File: src/hdl/pwmfc_pkg.sv
package pwmfc_pkg;
  // Default widths
  localparam int CNT_W_DEF  = 16;
  localparam int ADDR_W_DEF = 8;
  localparam int ST_W       = 3;

  // Word indices; byte address is index times four
  localparam logic [3:0] W_RUN  = 4'h0;
  localparam logic [3:0] W_IMSK = 4'h1;
  localparam logic [3:0] W_IREQ = 4'h2;
  localparam logic [3:0] W_ELC  = 4'h3;
  localparam logic [3:0] W_BUF  = 4'h4;
  localparam logic [3:0] W_PWM  = 4'h5;
  localparam logic [3:0] W_CUT  = 4'h6;
  localparam logic [3:0] W_OUTD = 4'h7;
  localparam logic [3:0] W_GRA  = 4'h8;
  localparam logic [3:0] W_STAT = 4'hc;
  localparam logic [3:0] W_EVM  = 4'hd;
  localparam logic [3:0] W_CNT  = 4'he;
  localparam logic [3:0] W_NONE = 4'hf;

  // Compare register slots
  localparam logic [1:0] GR_A = 2'h0;
  localparam logic [1:0] GR_B = 2'h1;
  localparam logic [1:0] GR_C = 2'h2;
  localparam logic [1:0] GR_D = 2'h3;

  // Field positions
  localparam int RUN_BIT  = 0;
  localparam int CONT_BIT = 2;
  localparam int IMSK_BIT = 1;
  localparam int IREQ_BIT = 1;
  localparam int ECUT_BIT = 1;
  localparam int BUFC_BIT = 4;
  localparam int BUFD_BIT = 5;
  localparam int PWMB_BIT = 0;
  localparam int CUTB_LO  = 4;
  localparam int CUTC_LO  = 2;
  localparam int CUTD_LO  = 0;
  localparam int ST_AM    = 0;
  localparam int ST_BM    = 1;
  localparam int ST_CUT   = 2;

  // Writable bits and reset values of the eight control bytes
  localparam logic [7:0] CTL_WMASK [0:7] = '{8'h05, 8'h02, 8'h02, 8'h02, 8'h30, 8'h01, 8'h3f, 8'h0f};
  localparam logic [7:0] CTL_RST   [0:7] = '{8'h00, 8'h02, 8'h00, 8'h00, 8'h00, 8'h00, 8'h00, 8'h0f};
  localparam logic [ST_W-1:0] EVM_RST = 3'h0;

  // Bus responses
  localparam logic [1:0] RESP_OKAY   = 2'h0;
  localparam logic [1:0] RESP_SLVERR = 2'h2;

  // Pin state under forced cutoff
  typedef enum logic [1:0] {
    PWMFC_CUT_OFF  = 2'b00,
    PWMFC_CUT_HIZ  = 2'b01,
    PWMFC_CUT_LOW  = 2'b10,
    PWMFC_CUT_HIGH = 2'b11
  } pwmfc_cut_e;
endpackage

File: src/hdl/pwmfc_pin_if.sv
interface pwmfc_pin_if;
  logic [3:0] lvl;   // Timer level per pin, A..D
  logic [7:0] mode;  // Cutoff mode, two bits per pin
  logic [3:0] dis;   // Output disable per pin
  logic       cut;   // Forced cutoff active
  logic [3:0] out;
  logic [3:0] oe;
  logic [3:0] port;

  modport core  (output lvl, mode, dis, cut, input out, oe, port);
  modport stage (input lvl, mode, dis, cut, output out, oe, port);
endinterface

File: src/hdl/pwmfc_outstage.sv
module pwmfc_outstage
  import pwmfc_pkg::*;
(
  // Clock, reset, enable
  input  wire logic  i_clk,
  input  wire logic  i_arst_n,
  input  wire logic  i_ce,
  // Pin signals
  pwmfc_pin_if.stage pins
);
  logic [3:0] out_reg;
  logic [3:0] oe_reg;
  logic [3:0] port_reg;

  genvar g;
  generate
    for (g = 0; g < 4; g++) begin : g_pin
      pwmfc_cut_e m;
      logic       cut_on;
      logic       out_next;
      logic       oe_next;
      assign m        = pwmfc_cut_e'(pins.mode[2*g +: 2]);
      assign cut_on   = pins.cut && (m != PWMFC_CUT_OFF);
      // Disabled pin goes back to the port; cutoff overrides the timer level
      assign oe_next  = !pins.dis[g] && !(cut_on && m == PWMFC_CUT_HIZ);
      assign out_next = pins.dis[g] ? 1'b0 : cut_on ? (m == PWMFC_CUT_HIGH) : pins.lvl[g];
      // Registered so that pins never glitch on a mode change
      always_ff @(posedge i_clk or negedge i_arst_n) begin
        if (!i_arst_n) begin
          out_reg[g]  <= 1'b0;
          oe_reg[g]   <= 1'b0;
          port_reg[g] <= 1'b1;
        end else if (i_ce) begin
          out_reg[g]  <= out_next;
          oe_reg[g]   <= oe_next;
          port_reg[g] <= pins.dis[g];
        end
      end
    end
  endgenerate

  assign pins.out  = out_reg;
  assign pins.oe   = oe_reg;
  assign pins.port = port_reg;
endmodule

File: src/hdl/pwmfc_core.sv
// Function
// RQ1: Continue bit 0 stops the counter at period match; 1 keeps it counting.
// RQ2: The counter advances only while the run flag is 1.
// RQ3: Channel mask bit 1 at one blocks the channel interrupt.
// RQ4: Request bit reads 1 while a request is pending; software clears it.
// RQ5: With event-cutoff enabled, an incoming event forces cutoff of pulse outputs.
// RQ6: D register buffers B when its select is 1, else is general.
// RQ7: C register buffers A when its select is 1, else is general.
// RQ8: Pin B select 1 gives PWM, 0 gives output compare.
// RQ9: Pin B cutoff mode: 0 none, 1 high impedance, 2 low, 3 high.
// RQ10: Pin C cutoff mode: 0 none, 1 high impedance, 2 low, 3 high.
// RQ11: Pin D cutoff mode: 0 none, 1 high impedance, 2 low, 3 high.
// RQ12: Pin D disable bit 1 hands the pin back to the port.
// RQ13: Pin C disable bit 1 hands the pin back to the port.
// RQ14: Pin B disable bit 1 hands the pin back to the port.
// RQ15: Pin A disable bit 1 hands the pin back to the port.
// RQ16: The event link controller routes the alarm event here as cutoff request.
// RQ17: Register A sets the PWM period; register B the B level change point.
// RQ18: Cutoff state holds until software restarts or reconfigures the channel.
module pwmfc_core
  import pwmfc_pkg::*;
#(
  parameter int CNT_W  = CNT_W_DEF,
  parameter int ADDR_W = ADDR_W_DEF
) (
  // Clock, reset, enable
  input  wire logic              I_CLK,
  input  wire logic              I_ARST_N,
  input  wire logic              I_CE,
  // AXI4-Lite write
  input  wire logic [ADDR_W-1:0] I_AWADDR,
  input  wire logic              I_AWVALID,
  output logic                   O_AWREADY,
  input  wire logic [31:0]       I_WDATA,
  input  wire logic [3:0]        I_WSTRB,
  input  wire logic              I_WVALID,
  output logic                   O_WREADY,
  output logic [1:0]             O_BRESP,
  output logic                   O_BVALID,
  input  wire logic              I_BREADY,
  // AXI4-Lite read
  input  wire logic [ADDR_W-1:0] I_ARADDR,
  input  wire logic              I_ARVALID,
  output logic                   O_ARREADY,
  output logic [31:0]            O_RDATA,
  output logic [1:0]             O_RRESP,
  output logic                   O_RVALID,
  input  wire logic              I_RREADY,
  // Event link
  input  wire logic              I_CUT_EVT,
  // Timer pins A..D
  output logic [3:0]             O_PIN_OUT,
  output logic [3:0]             O_PIN_OE,
  output logic [3:0]             O_PORT_SEL,
  // Interrupt
  output logic                   O_IRQ
);
  logic [7:0]        ctl_reg [0:7];
  logic [CNT_W-1:0]  gr_reg  [0:3];
  logic [CNT_W-1:0]  cnt_reg;
  logic [CNT_W-1:0]  cnt_next;
  logic [ST_W-1:0]   stat_reg;
  logic [ST_W-1:0]   stat_next;
  logic [ST_W-1:0]   evm_reg;
  logic              cut_reg;
  logic [3:0]        lvl_reg;
  logic [3:0]        lvl_next;
  logic              aw_got_reg;
  logic              w_got_reg;
  logic [ADDR_W-1:0] awaddr_reg;
  logic [31:0]       wdata_reg;
  logic [3:0]        wstrb_reg;
  logic              bvalid_reg;
  logic [1:0]        bresp_reg;
  logic              rvalid_reg;
  logic [1:0]        rresp_reg;
  logic [31:0]       rdata_reg;

  // Control fields
  logic       run;
  logic       cont;
  logic       chmask;
  logic       ireq;
  logic       ecut;
  logic       bufc;
  logic       bufd;
  logic       pwmb;
  logic [3:0] outdis;
  logic [5:0] cutm;
  assign run    = ctl_reg[W_RUN[2:0]][RUN_BIT];
  assign cont   = ctl_reg[W_RUN[2:0]][CONT_BIT];
  assign chmask = ctl_reg[W_IMSK[2:0]][IMSK_BIT];
  assign ireq   = ctl_reg[W_IREQ[2:0]][IREQ_BIT];
  assign ecut   = ctl_reg[W_ELC[2:0]][ECUT_BIT];
  assign bufc   = ctl_reg[W_BUF[2:0]][BUFC_BIT];
  assign bufd   = ctl_reg[W_BUF[2:0]][BUFD_BIT];
  assign pwmb   = ctl_reg[W_PWM[2:0]][PWMB_BIT];
  assign outdis = ctl_reg[W_OUTD[2:0]][3:0];
  assign cutm   = ctl_reg[W_CUT[2:0]][5:0];

  // Byte-lane merge for partial writes
  function automatic logic [31:0] merge(input logic [31:0] old, input logic [31:0] d, input logic [3:0] s);
    logic [31:0] r;
    r = old;
    for (int k = 0; k < 4; k++) begin
      if (s[k]) begin
        r[8*k +: 8] = d[8*k +: 8];
      end
    end
    return r;
  endfunction

  // Write decode; write fires once both address and data are held
  logic       wr_go;
  logic [3:0] w_idx;
  logic       w_hit;
  logic       wr_ok;
  logic       wr_ctl;
  logic       wr_run;
  logic       wr_cut;
  logic       wr_stat;
  logic       wr_evm;
  logic       wr_cnt;
  logic       wr_gr;
  assign wr_go   = I_CE && aw_got_reg && w_got_reg && !bvalid_reg;
  assign w_idx   = awaddr_reg[5:2];
  assign w_hit   = (awaddr_reg[ADDR_W-1:6] == '0) && (w_idx != W_NONE) && (w_idx[3:2] != 2'b11 || w_idx < W_NONE);
  assign wr_ok   = wr_go && w_hit;
  assign wr_ctl  = wr_ok && !w_idx[3] && wstrb_reg[0];
  assign wr_run  = wr_ctl && (w_idx == W_RUN);
  assign wr_cut  = wr_ctl && (w_idx == W_CUT);
  assign wr_stat = wr_ok && (w_idx == W_STAT) && wstrb_reg[0];
  assign wr_evm  = wr_ok && (w_idx == W_EVM) && wstrb_reg[0];
  assign wr_cnt  = wr_ok && (w_idx == W_CNT);
  assign wr_gr   = wr_ok && (w_idx[3:2] == 2'b10);

  // Handshakes; a low clock enable stalls the bus as well
  assign O_AWREADY = I_CE && !aw_got_reg && !bvalid_reg;
  assign O_WREADY  = I_CE && !w_got_reg && !bvalid_reg;
  assign O_ARREADY = I_CE && !rvalid_reg;
  assign O_BVALID  = bvalid_reg;
  assign O_BRESP   = bresp_reg;
  assign O_RVALID  = rvalid_reg;
  assign O_RRESP   = rresp_reg;
  assign O_RDATA   = rdata_reg;

  // Write channel capture and response
  always_ff @(posedge I_CLK or negedge I_ARST_N) begin
    if (!I_ARST_N) begin
      aw_got_reg <= 1'b0;
      w_got_reg  <= 1'b0;
      awaddr_reg <= '0;
      wdata_reg  <= 32'h0;
      wstrb_reg  <= 4'h0;
      bvalid_reg <= 1'b0;
      bresp_reg  <= RESP_OKAY;
    end else if (I_CE) begin
      if (O_AWREADY && I_AWVALID) begin
        aw_got_reg <= 1'b1;
        awaddr_reg <= I_AWADDR;
      end
      if (O_WREADY && I_WVALID) begin
        w_got_reg <= 1'b1;
        wdata_reg <= I_WDATA;
        wstrb_reg <= I_WSTRB;
      end
      if (wr_go) begin
        aw_got_reg <= 1'b0;
        w_got_reg  <= 1'b0;
        bvalid_reg <= 1'b1;
        bresp_reg  <= w_hit ? RESP_OKAY : RESP_SLVERR;
      end else if (bvalid_reg && I_BREADY) begin
        bvalid_reg <= 1'b0;
      end
    end
  end

  // Read decode
  logic [3:0]  r_idx;
  logic        r_hit;
  logic [31:0] rd_word;
  assign r_idx   = I_ARADDR[5:2];
  assign r_hit   = (I_ARADDR[ADDR_W-1:6] == '0) && (r_idx != W_NONE);
  assign rd_word = !r_hit ? 32'h0 :
                   !r_idx[3] ? {24'h0, ctl_reg[r_idx[2:0]]} :
                   (r_idx[3:2] == 2'b10) ? 32'(gr_reg[r_idx[1:0]]) :
                   (r_idx == W_STAT) ? 32'(stat_reg) :
                   (r_idx == W_EVM) ? 32'(evm_reg) : 32'(cnt_reg);

  // Read answer one cycle after the address is taken
  always_ff @(posedge I_CLK or negedge I_ARST_N) begin
    if (!I_ARST_N) begin
      rvalid_reg <= 1'b0;
      rresp_reg  <= RESP_OKAY;
      rdata_reg  <= 32'h0;
    end else if (I_CE) begin
      if (O_ARREADY && I_ARVALID) begin
        rvalid_reg <= 1'b1;
        rresp_reg  <= r_hit ? RESP_OKAY : RESP_SLVERR;
        rdata_reg  <= rd_word;
      end else if (rvalid_reg && I_RREADY) begin
        rvalid_reg <= 1'b0;
      end
    end
  end

  // Compare matches are only seen while counting
  logic a_match;
  logic b_match;
  logic c_match;
  logic d_match;
  logic stop_hit;
  logic cut_set;
  logic cut_clr;
  assign a_match  = run && (cnt_reg == gr_reg[GR_A]); // RQ17
  assign b_match  = run && (cnt_reg == gr_reg[GR_B]); // RQ17
  assign c_match  = run && (cnt_reg == gr_reg[GR_C]);
  assign d_match  = run && (cnt_reg == gr_reg[GR_D]);
  assign stop_hit = a_match && !cont; // RQ1
  assign cut_set  = I_CUT_EVT && ecut; // RQ5 RQ16
  assign cut_clr  = (wr_run && wdata_reg[RUN_BIT]) || wr_cut; // RQ18

  // Counter: software write wins, A match clears, otherwise count while run
  assign cnt_next = wr_cnt ? CNT_W'(merge(32'(cnt_reg), wdata_reg, wstrb_reg)) :
                    a_match ? '0 :
                    run ? CNT_W'(cnt_reg + 1'b1) : cnt_reg; // RQ2

  // Pin levels: A toggles on period match, B is PWM or compare toggle
  assign lvl_next[0] = lvl_reg[0] ^ a_match;
  assign lvl_next[1] = pwmb ? (a_match ? 1'b0 : (b_match ? 1'b1 : lvl_reg[1])) : lvl_reg[1] ^ b_match; // RQ8
  assign lvl_next[2] = lvl_reg[2] ^ (c_match && !bufc);
  assign lvl_next[3] = lvl_reg[3] ^ (d_match && !bufd);

  // Sticky events: set wins over the write-one clear
  logic [ST_W-1:0] st_set;
  assign st_set    = {cut_set, b_match, a_match};
  assign stat_next = (stat_reg & ~(wr_stat ? wdata_reg[ST_W-1:0] : '0)) | st_set;

  // Timer state
  always_ff @(posedge I_CLK or negedge I_ARST_N) begin
    if (!I_ARST_N) begin
      cnt_reg  <= '0;
      lvl_reg  <= 4'h0;
      stat_reg <= '0;
      evm_reg  <= EVM_RST;
      cut_reg  <= 1'b0;
    end else if (I_CE) begin
      cnt_reg  <= cnt_next;
      lvl_reg  <= lvl_next;
      stat_reg <= stat_next;
      if (wr_evm) begin
        evm_reg <= wdata_reg[ST_W-1:0];
      end
      cut_reg <= cut_set || (cut_reg && !cut_clr); // RQ5 RQ18
    end
  end

  // Compare registers with buffer transfer at the period boundary
  always_ff @(posedge I_CLK or negedge I_ARST_N) begin
    if (!I_ARST_N) begin
      for (int k = 0; k < 4; k++) begin
        gr_reg[k] <= '0;
      end
    end else if (I_CE) begin
      if (wr_gr) begin
        gr_reg[w_idx[1:0]] <= CNT_W'(merge(32'(gr_reg[w_idx[1:0]]), wdata_reg, wstrb_reg));
      end
      if (a_match && bufc && !(wr_gr && w_idx[1:0] == GR_A)) begin
        gr_reg[GR_A] <= gr_reg[GR_C]; // RQ7
      end
      if (a_match && bufd && !(wr_gr && w_idx[1:0] == GR_B)) begin
        gr_reg[GR_B] <= gr_reg[GR_D]; // RQ6
      end
    end
  end

  // Control bytes; the pending request is set by any unmasked event
  always_ff @(posedge I_CLK or negedge I_ARST_N) begin
    if (!I_ARST_N) begin
      for (int k = 0; k < 8; k++) begin
        ctl_reg[k] <= CTL_RST[k];
      end
    end else if (I_CE) begin
      if (wr_ctl) begin
        ctl_reg[w_idx[2:0]] <= wdata_reg[7:0] & CTL_WMASK[w_idx[2:0]];
      end
      if (stop_hit && !wr_run) begin
        ctl_reg[W_RUN[2:0]][RUN_BIT] <= 1'b0; // RQ1
      end
      if (|(st_set & ~evm_reg)) begin
        ctl_reg[W_IREQ[2:0]][IREQ_BIT] <= 1'b1; // RQ4
      end
    end
  end

  // Interrupt is a level while an unmasked event is held
  assign O_IRQ = |(stat_reg & ~evm_reg) && !chmask; // RQ3

  // Output stage
  pwmfc_pin_if pins ();
  assign pins.lvl  = lvl_reg;
  assign pins.mode = {cutm[CUTD_LO +: 2], cutm[CUTC_LO +: 2], cutm[CUTB_LO +: 2], 2'b00}; // RQ9 RQ10 RQ11
  assign pins.dis  = outdis; // RQ12 RQ13 RQ14 RQ15
  assign pins.cut  = cut_reg;

  pwmfc_outstage u_stage (
    .i_clk    (I_CLK),
    .i_arst_n (I_ARST_N),
    .i_ce     (I_CE),
    .pins     (pins.stage)
  );

  assign O_PIN_OUT  = pins.out;
  assign O_PIN_OE   = pins.oe;
  assign O_PORT_SEL = pins.port;
endmodule

File: config.mk
export PLATFORM = sky130hd
export DESIGN_NAME = pwmfc_core
export DESIGN_NICKNAME = d
export VERILOG_FILES = /design/src/hdl/pwmfc_pkg.sv /design/src/hdl/pwmfc_pin_if.sv /design/src/hdl/pwmfc_outstage.sv /design/src/hdl/pwmfc_core.sv
export SDC_FILE = /design/constraint.sdc
export NUM_CORES = 1
export LEC_CHECK = 0
export BUFFER_PORTS_ARGS = -buffer_cell sky130_fd_sc_hd__buf_2
export CAP_MARGIN = 10
export CORE_MARGIN = 4
export CORE_UTILIZATION = 45
export DETAILED_ROUTE_END_ITERATION = 10
export GPL_ROUTABILITY_DRIVEN = 0
export PLACE_DENSITY = 0.74
export SETUP_SLACK_MARGIN = 0.05
export SYNTH_ARGS = -nofsm -noshare
export SYNTH_HDL_FRONTEND = slang
export SYNTH_HIERARCHICAL = 1
export SYNTH_SLANG_ARGS = --single-unit
File: constraint.sdc
create_clock -name I_CLK -period 4.5 [get_ports I_CLK]
set_clock_uncertainty 0.15 [all_clocks]
set_input_delay 0.9 -clock I_CLK [delete_from_list [all_inputs] [get_ports I_CLK]]
set_output_delay 0.9 -clock I_CLK [all_outputs]
set_load 0.01 [all_outputs]
# Word-level counts from Yosys, hierarchy flattened
# Memory sizes are Yosys's and may differ from the RTL's.
# Cells that the tools add are included.
dict set report word_totals {
  latch_bits 0
  mem_bits_ro 64
  ff_bits 233
  ramBits 0
  out_inout_bits 54
  memories 1
  inputBits 61
}
# name words word_bits rd rd_clocked_by_memory_dff wr line_no
set mem_list {}
lappend mem_list {{(name not given)} 8 8 1 0 0 pwmfc_core.sv:285} ;# ctl_reg[w_idx[2:0]] <= wdata_reg[7:0] & CTL_WMASK[w_idx[2:0]];
dict set report op_classes {
  eq_ne 25
  order_cmp 7
  n_addsub 1
  shifts 0
  bitwise_logic 15
  mul 0
  div 0
  mux 60
  n_reduce_logical 115
}
# operator count
set ops {}
lappend ops {{$mux W16} 15}
lappend ops {{$bwmux W64} 2}
lappend ops {{$mux W8} 13}
lappend ops {{$bmux W16 S2} 2}
lappend ops {{$eq A16 B16 Y1} 4}
lappend ops {{$mux W64} 1}
lappend ops {{$mux W57} 1}
lappend ops {{$logic_and A1 B1 Y1} 56}
lappend ops {{$demux W16 S2} 1}
lappend ops {{$reduce_and A2 Y1} 16}
lappend ops {{$bmux W8 S3} 1}
lappend ops {{$demux W8 S3} 1}
lappend ops {{$reduce_bool A2 Y1} 11}
lappend ops {{$eq A4 B4 Y1 const B} 5}
lappend ops {{$logic_not A1 Y1} 20}
lappend ops {{$mux W1} 20}
lappend ops {{$add A16 B1 Y16 const B} 1}
lappend ops {{$eq A2 B2 Y1 const B} 5}
lappend ops {{$and A3 B3 Y3} 3}
lappend ops {{$and A8 B8 Y8} 1}
lappend ops {{$eq A2 B1 Y1 const B} 4}
lappend ops {{$ge A4 B4 Y1 const B} 2}
lappend ops {{$ne A4 B4 Y1 const B} 2}
lappend ops {{$not A3 Y4} 2}
lappend ops {{other kinds (19)} 34}

# Logic depth before layout (Yosys ltp)
dict set report depth {
  depth_word 12
  mapped_depth 10
}

# Cells and area by module
# The synthesis kept the hierarchy.
# mod instances cells_per_inst area_each_um2 seq_area_each_um2
set by_module_without_submodules {}
lappend by_module_without_submodules {pwmfc_core 1 938 10294.9 4635.7}
lappend by_module_without_submodules {pwmfc_outstage 1 59 561.8 305.3}

# Worst setup path after synthesis
# OpenSTA, ideal clock, no wires.
dict set report synth_timing {
  path_kind {input -> register}
  from {in I_ARADDR[2]}
  to {reg rdata_reg[4] (netlist: O_RDATA[4])}
  cell_stages 8
  arrival_ns 2.434
  setup_ns 0.129
  slack_ns 1.787
  cell_sequence {buf_2 > buf_2 > buf_4 > mux4_2 > mux2i_1 > nor2_1 > a21oi_1 > o21ai_0}
}
dict set report synth_via {
  elab_chain_len 7
}
# element line_no
set synth_lines {}
lappend synth_lines {{start, declared} pwmfc_core.sv:42} ;# input wire logic [ADDR_W-1:0] I_ARADDR,
lappend synth_lines {{$not A2 Y3 (implied by the code)} pwmfc_core.sv:186} ;# (r_idx[3:2] == 2'b10) ? 32'(gr_reg[r_idx[1:0]]) :
lappend synth_lines {{$bmux W16 S2} pwmfc_core.sv:186}
lappend synth_lines {{$mux W16 (implied by the code) (2 in series)} pwmfc_core.sv:186}
lappend synth_lines {{$mux W16} pwmfc_core.sv:186}
lappend synth_lines {{$mux W16} pwmfc_core.sv:185} ;# !r_idx[3] ? {24'h0, ctl_reg[r_idx[2:0]]} :
lappend synth_lines {{$mux W16 (*)} pwmfc_core.sv:184} ;# assign rd_word = !r_hit ? 32'h0 :
lappend synth_lines {{end signal, assigned} pwmfc_core.sv:200} ;# rdata_reg <= rd_word;
lappend synth_lines {{end, declared} pwmfc_core.sv:77} ;# logic [31:0] rdata_reg;
# Mark *: on every way between the ends. The rest lies on a longest branch, timed or not. The select of a mux whose other input is x is not followed.
# A chain may end at the register's enable or synchronous reset.

# Worst setup path in the final report
dict set report layout_timing {
  from {in I_CE}
  to {reg cnt_reg[13]}
}
dict set report layout_via {
  elab_chain_len 7
}
# element line_no
set layout_lines {}
lappend layout_lines {{start, declared} pwmfc_core.sv:29} ;# input wire logic I_CE,
lappend layout_lines {{$logic_and A1 B1 Y1 (3 in series)} pwmfc_core.sv:125} ;# assign wr_go = I_CE && aw_got_reg && w_got_reg && !bvalid_reg;
lappend layout_lines {{$logic_and A1 B1 Y1} pwmfc_core.sv:128} ;# assign wr_ok = wr_go && w_hit;
lappend layout_lines {{$logic_and A1 B1 Y1} pwmfc_core.sv:134} ;# assign wr_cnt = wr_ok && (w_idx == W_CNT);
lappend layout_lines {{$ne A2 B2 Y1 (no line) / $reduce_bool A3 Y1 (equally long branches)} n/a}
lappend layout_lines {{$reduce_and A3 Y1 (no line)} n/a}
lappend layout_lines {{end signal, assigned} pwmfc_core.sv:248} ;# cnt_reg <= cnt_next;
lappend layout_lines {{end, declared} pwmfc_core.sv:60} ;# logic [CNT_W-1:0] cnt_reg;
# Parallel ways exist; a longest one is shown, timed or not.

==> flow_metrics.tcl <==
set metrics [dict create \
    synth_common_cells "dfrtp_1, nand2_1, o21ai_0" \
    ant_nets 0 \
    syn_to_final_growth_pct 10.1 \
    grt_overflow 0 \
    cts_resized 0 \
    design_area_mm2 0.0120 \
    synth_area_leader_cell "dfrtp_1" \
    synth_top_area_share_pct 43.3 \
    hold_start "u_stage/pins.port[0]" \
    holdPathEnd "u_stage/pins.port[0]" \
    p_per_area_mw_per_mm2 473 \
    dpl.hpwl_mm 19.5 \
    cts_max_level 4 \
    synth_seq_cells 197 \
    ios 115 \
    crit_path_start_kind "primary input" \
    grt_max_degree 97 \
    cts_setup_buffers 0 \
    setup_viol 0 \
    timing.critical_path.required_ps 4710 \
    grtUsageTotal_pct 22.3 \
    n_antenna_cell 0 \
    r2r_setup_slack_ps 1420 \
    io_buffer_count 74 \
    final_util_pct 50.6 \
    nets 1105 \
    rsz0062_at_grt "no" \
    max-cap-violations 0 \
    layout-drive-gt1-share_pct 23.9 \
    holdCritPathClass "reg2reg" \
    fillers 2093 \
    synth.most_common_cell "dfrtp_1" \
    drt_pre_antenna_iters 7 \
    dieArea_mm2 0.0267 \
    ys_seq_area_share_pct 45.5 \
    dpl-instance-area_mm2 0.0113 \
    final_cells 1375 \
    clk_path_buf_depth 2 \
    cts_inserted_buffers 17 \
    fp.dieW_um 163 \
    whs_ps 320 \
    status "finished clean" \
    maxSlewHeadroom_pct 29.9 \
    avgRoutedWirePerCell_um 20.9 \
    drv_slew 0 \
    yosys-top-cells-area "dfrtp_1, mux4_2, mux2_2" \
    route.vias.total 8190 \
    syn-cell-area_mm2 0.0109 \
    synth_edf_count 0 \
    cp.arrival_ps 3450 \
    finalSetupTns_ps 0 \
    core_area_mm2 0.0236 \
    hold_viol_final 0 \
    ctsHoldBuffers 0 \
    clkTransAtPathRegs_ps 80 \
    critPathKind "in2reg" \
    cts_root_buffer "clkbuf_16" \
    cts.sinks 197 \
    end_kind "register" \
    async_reset_ff_share_pct 100 \
    hold_path_depth 2 \
    avgSynthCellArea_um2 10.9 \
    tightest_slew_ps 1050 \
    netlist_instances 997 \
    p_leak_nw 5.19 \
    wl_mm 28.8 \
    start_util_pct 46.0 \
    insertion_delay_ps 440 \
    ys_types 75 \
    ir_worst_vdd_mv 0.293 \
    drc 0 \
    r2r-start "O_BVALID" \
    worst_r2r_path_depth 5 \
    r2r_end "cnt_reg[13]" \
    cts_tree "built" \
    rows 56 \
    grt_pass1_vias 8116 \
    ys.flop_type "dfrtp_1" \
    max_freq_mhz 309 \
    worst-path-max-fanout 18 \
    die_h_um 163 \
    drtIter0Drc 827 \
    synth-warning-count 6 \
    via_per_inst 5.96 \
    grt_pass1_wl_mm 46.1 \
    dp_cells 1342 \
    largest_register_ff_count 64 \
    min_period_ps 3240 \
    antenna_found_initial 0 \
    finalCritPeriodShare_pct 72.0 \
]
[cells in the final DEF (no fill, tap or decap), types with 26 or more instances in the layout]
| cell type | instances |
|---|---|
| nand3_1 | 26 |
| nand2_1 | 104 |
| buf_2 | 73 |
| nor2_1 | 38 |
| a21oi_1 | 37 |
| dfrtp_1 | 188 |
| inv_1 | 41 |
| mux4_2 | 47 |
| o21ai_0 | 83 |
| xor2_1 | 43 |
| mux2_2 | 49 |
[critical path, cell delays in order]
cell and delay [ps]:
buf_2 140, nor2b_1 490, and3_1 780, a21oi_1 440, or4_1 570, o211ai_1 110
[cells by family (layout without fill, tap and decap cells)]
logic type	Yosys count	after routing	synth area share (%)
simple gates	270	270	12.6
fa+ha+maj	1	1	0.115
compound gates	208	208	12.1
flops	197	197	45.5
mux	128	128	18.2
xor+xnor	62	62	5.00
buf+inv	130	166	6.52
other cells	1	24	0.0345
[report_power, final]
group	internal (W)	switching [W]	leakage, nW
sequential	0.00208	0.000509	2.52
combinational	0.000678	0.000811	2.38
clock	0.000797	0.000770	0.283
total	0.00356	0.00209	5.19
[how the worst max path moves through the flow]
stage	slack, ps	cells past startpoint	endpoint	start
finish	1260	6	cnt_reg[13]	I_CE
global route	1200	6	cnt_reg[13]	I_CE
CTS	1330	7	gr_reg[56]	I_CE
detailed placement	880	7	gr_reg[51]	I_CE
global placement	920	7	gr_reg[59]	I_CE
floorplan	1790	8	O_RDATA[4]	I_ARADDR[2]
[stage by stage]
stage / total power [W] / worst slack, ps
CTS: 0.00565 / 1330
floorplan: 0.00356 / 1790
detailed placement: 0.00407 / 880
global route: 0.00593 / 1200
global placement: 0.00402 / 921
finish: 0.00565 / 1260
[cell type report]
cell class	instances	area, um^2	area share (%)
multi-input cells	693	5310	44.5
flip-flops and latches	197	4940	41.3
repair buffers	92	527	4.41
clock buffers	17	425	3.56
well taps	319	399	3.34
clock inverters	15	185	1.55
inverters	42	160	1.34
[layer usage]
| layer | global-route usage, % | vias up | part of all wire, % |
|---|---|---|---|
| met4 | 8.58 | 0 | 3.3 |
| li1 | - | 3627 | - |
| met1 | 30.3 | 4049 | 41 |
| met3 | 5.68 | 82 | 10 |
| met2 | 34.6 | 432 | 45 |
| met5 | 0 | - | 0 |
No activity file was read; power rests on OpenSTA's default activity.
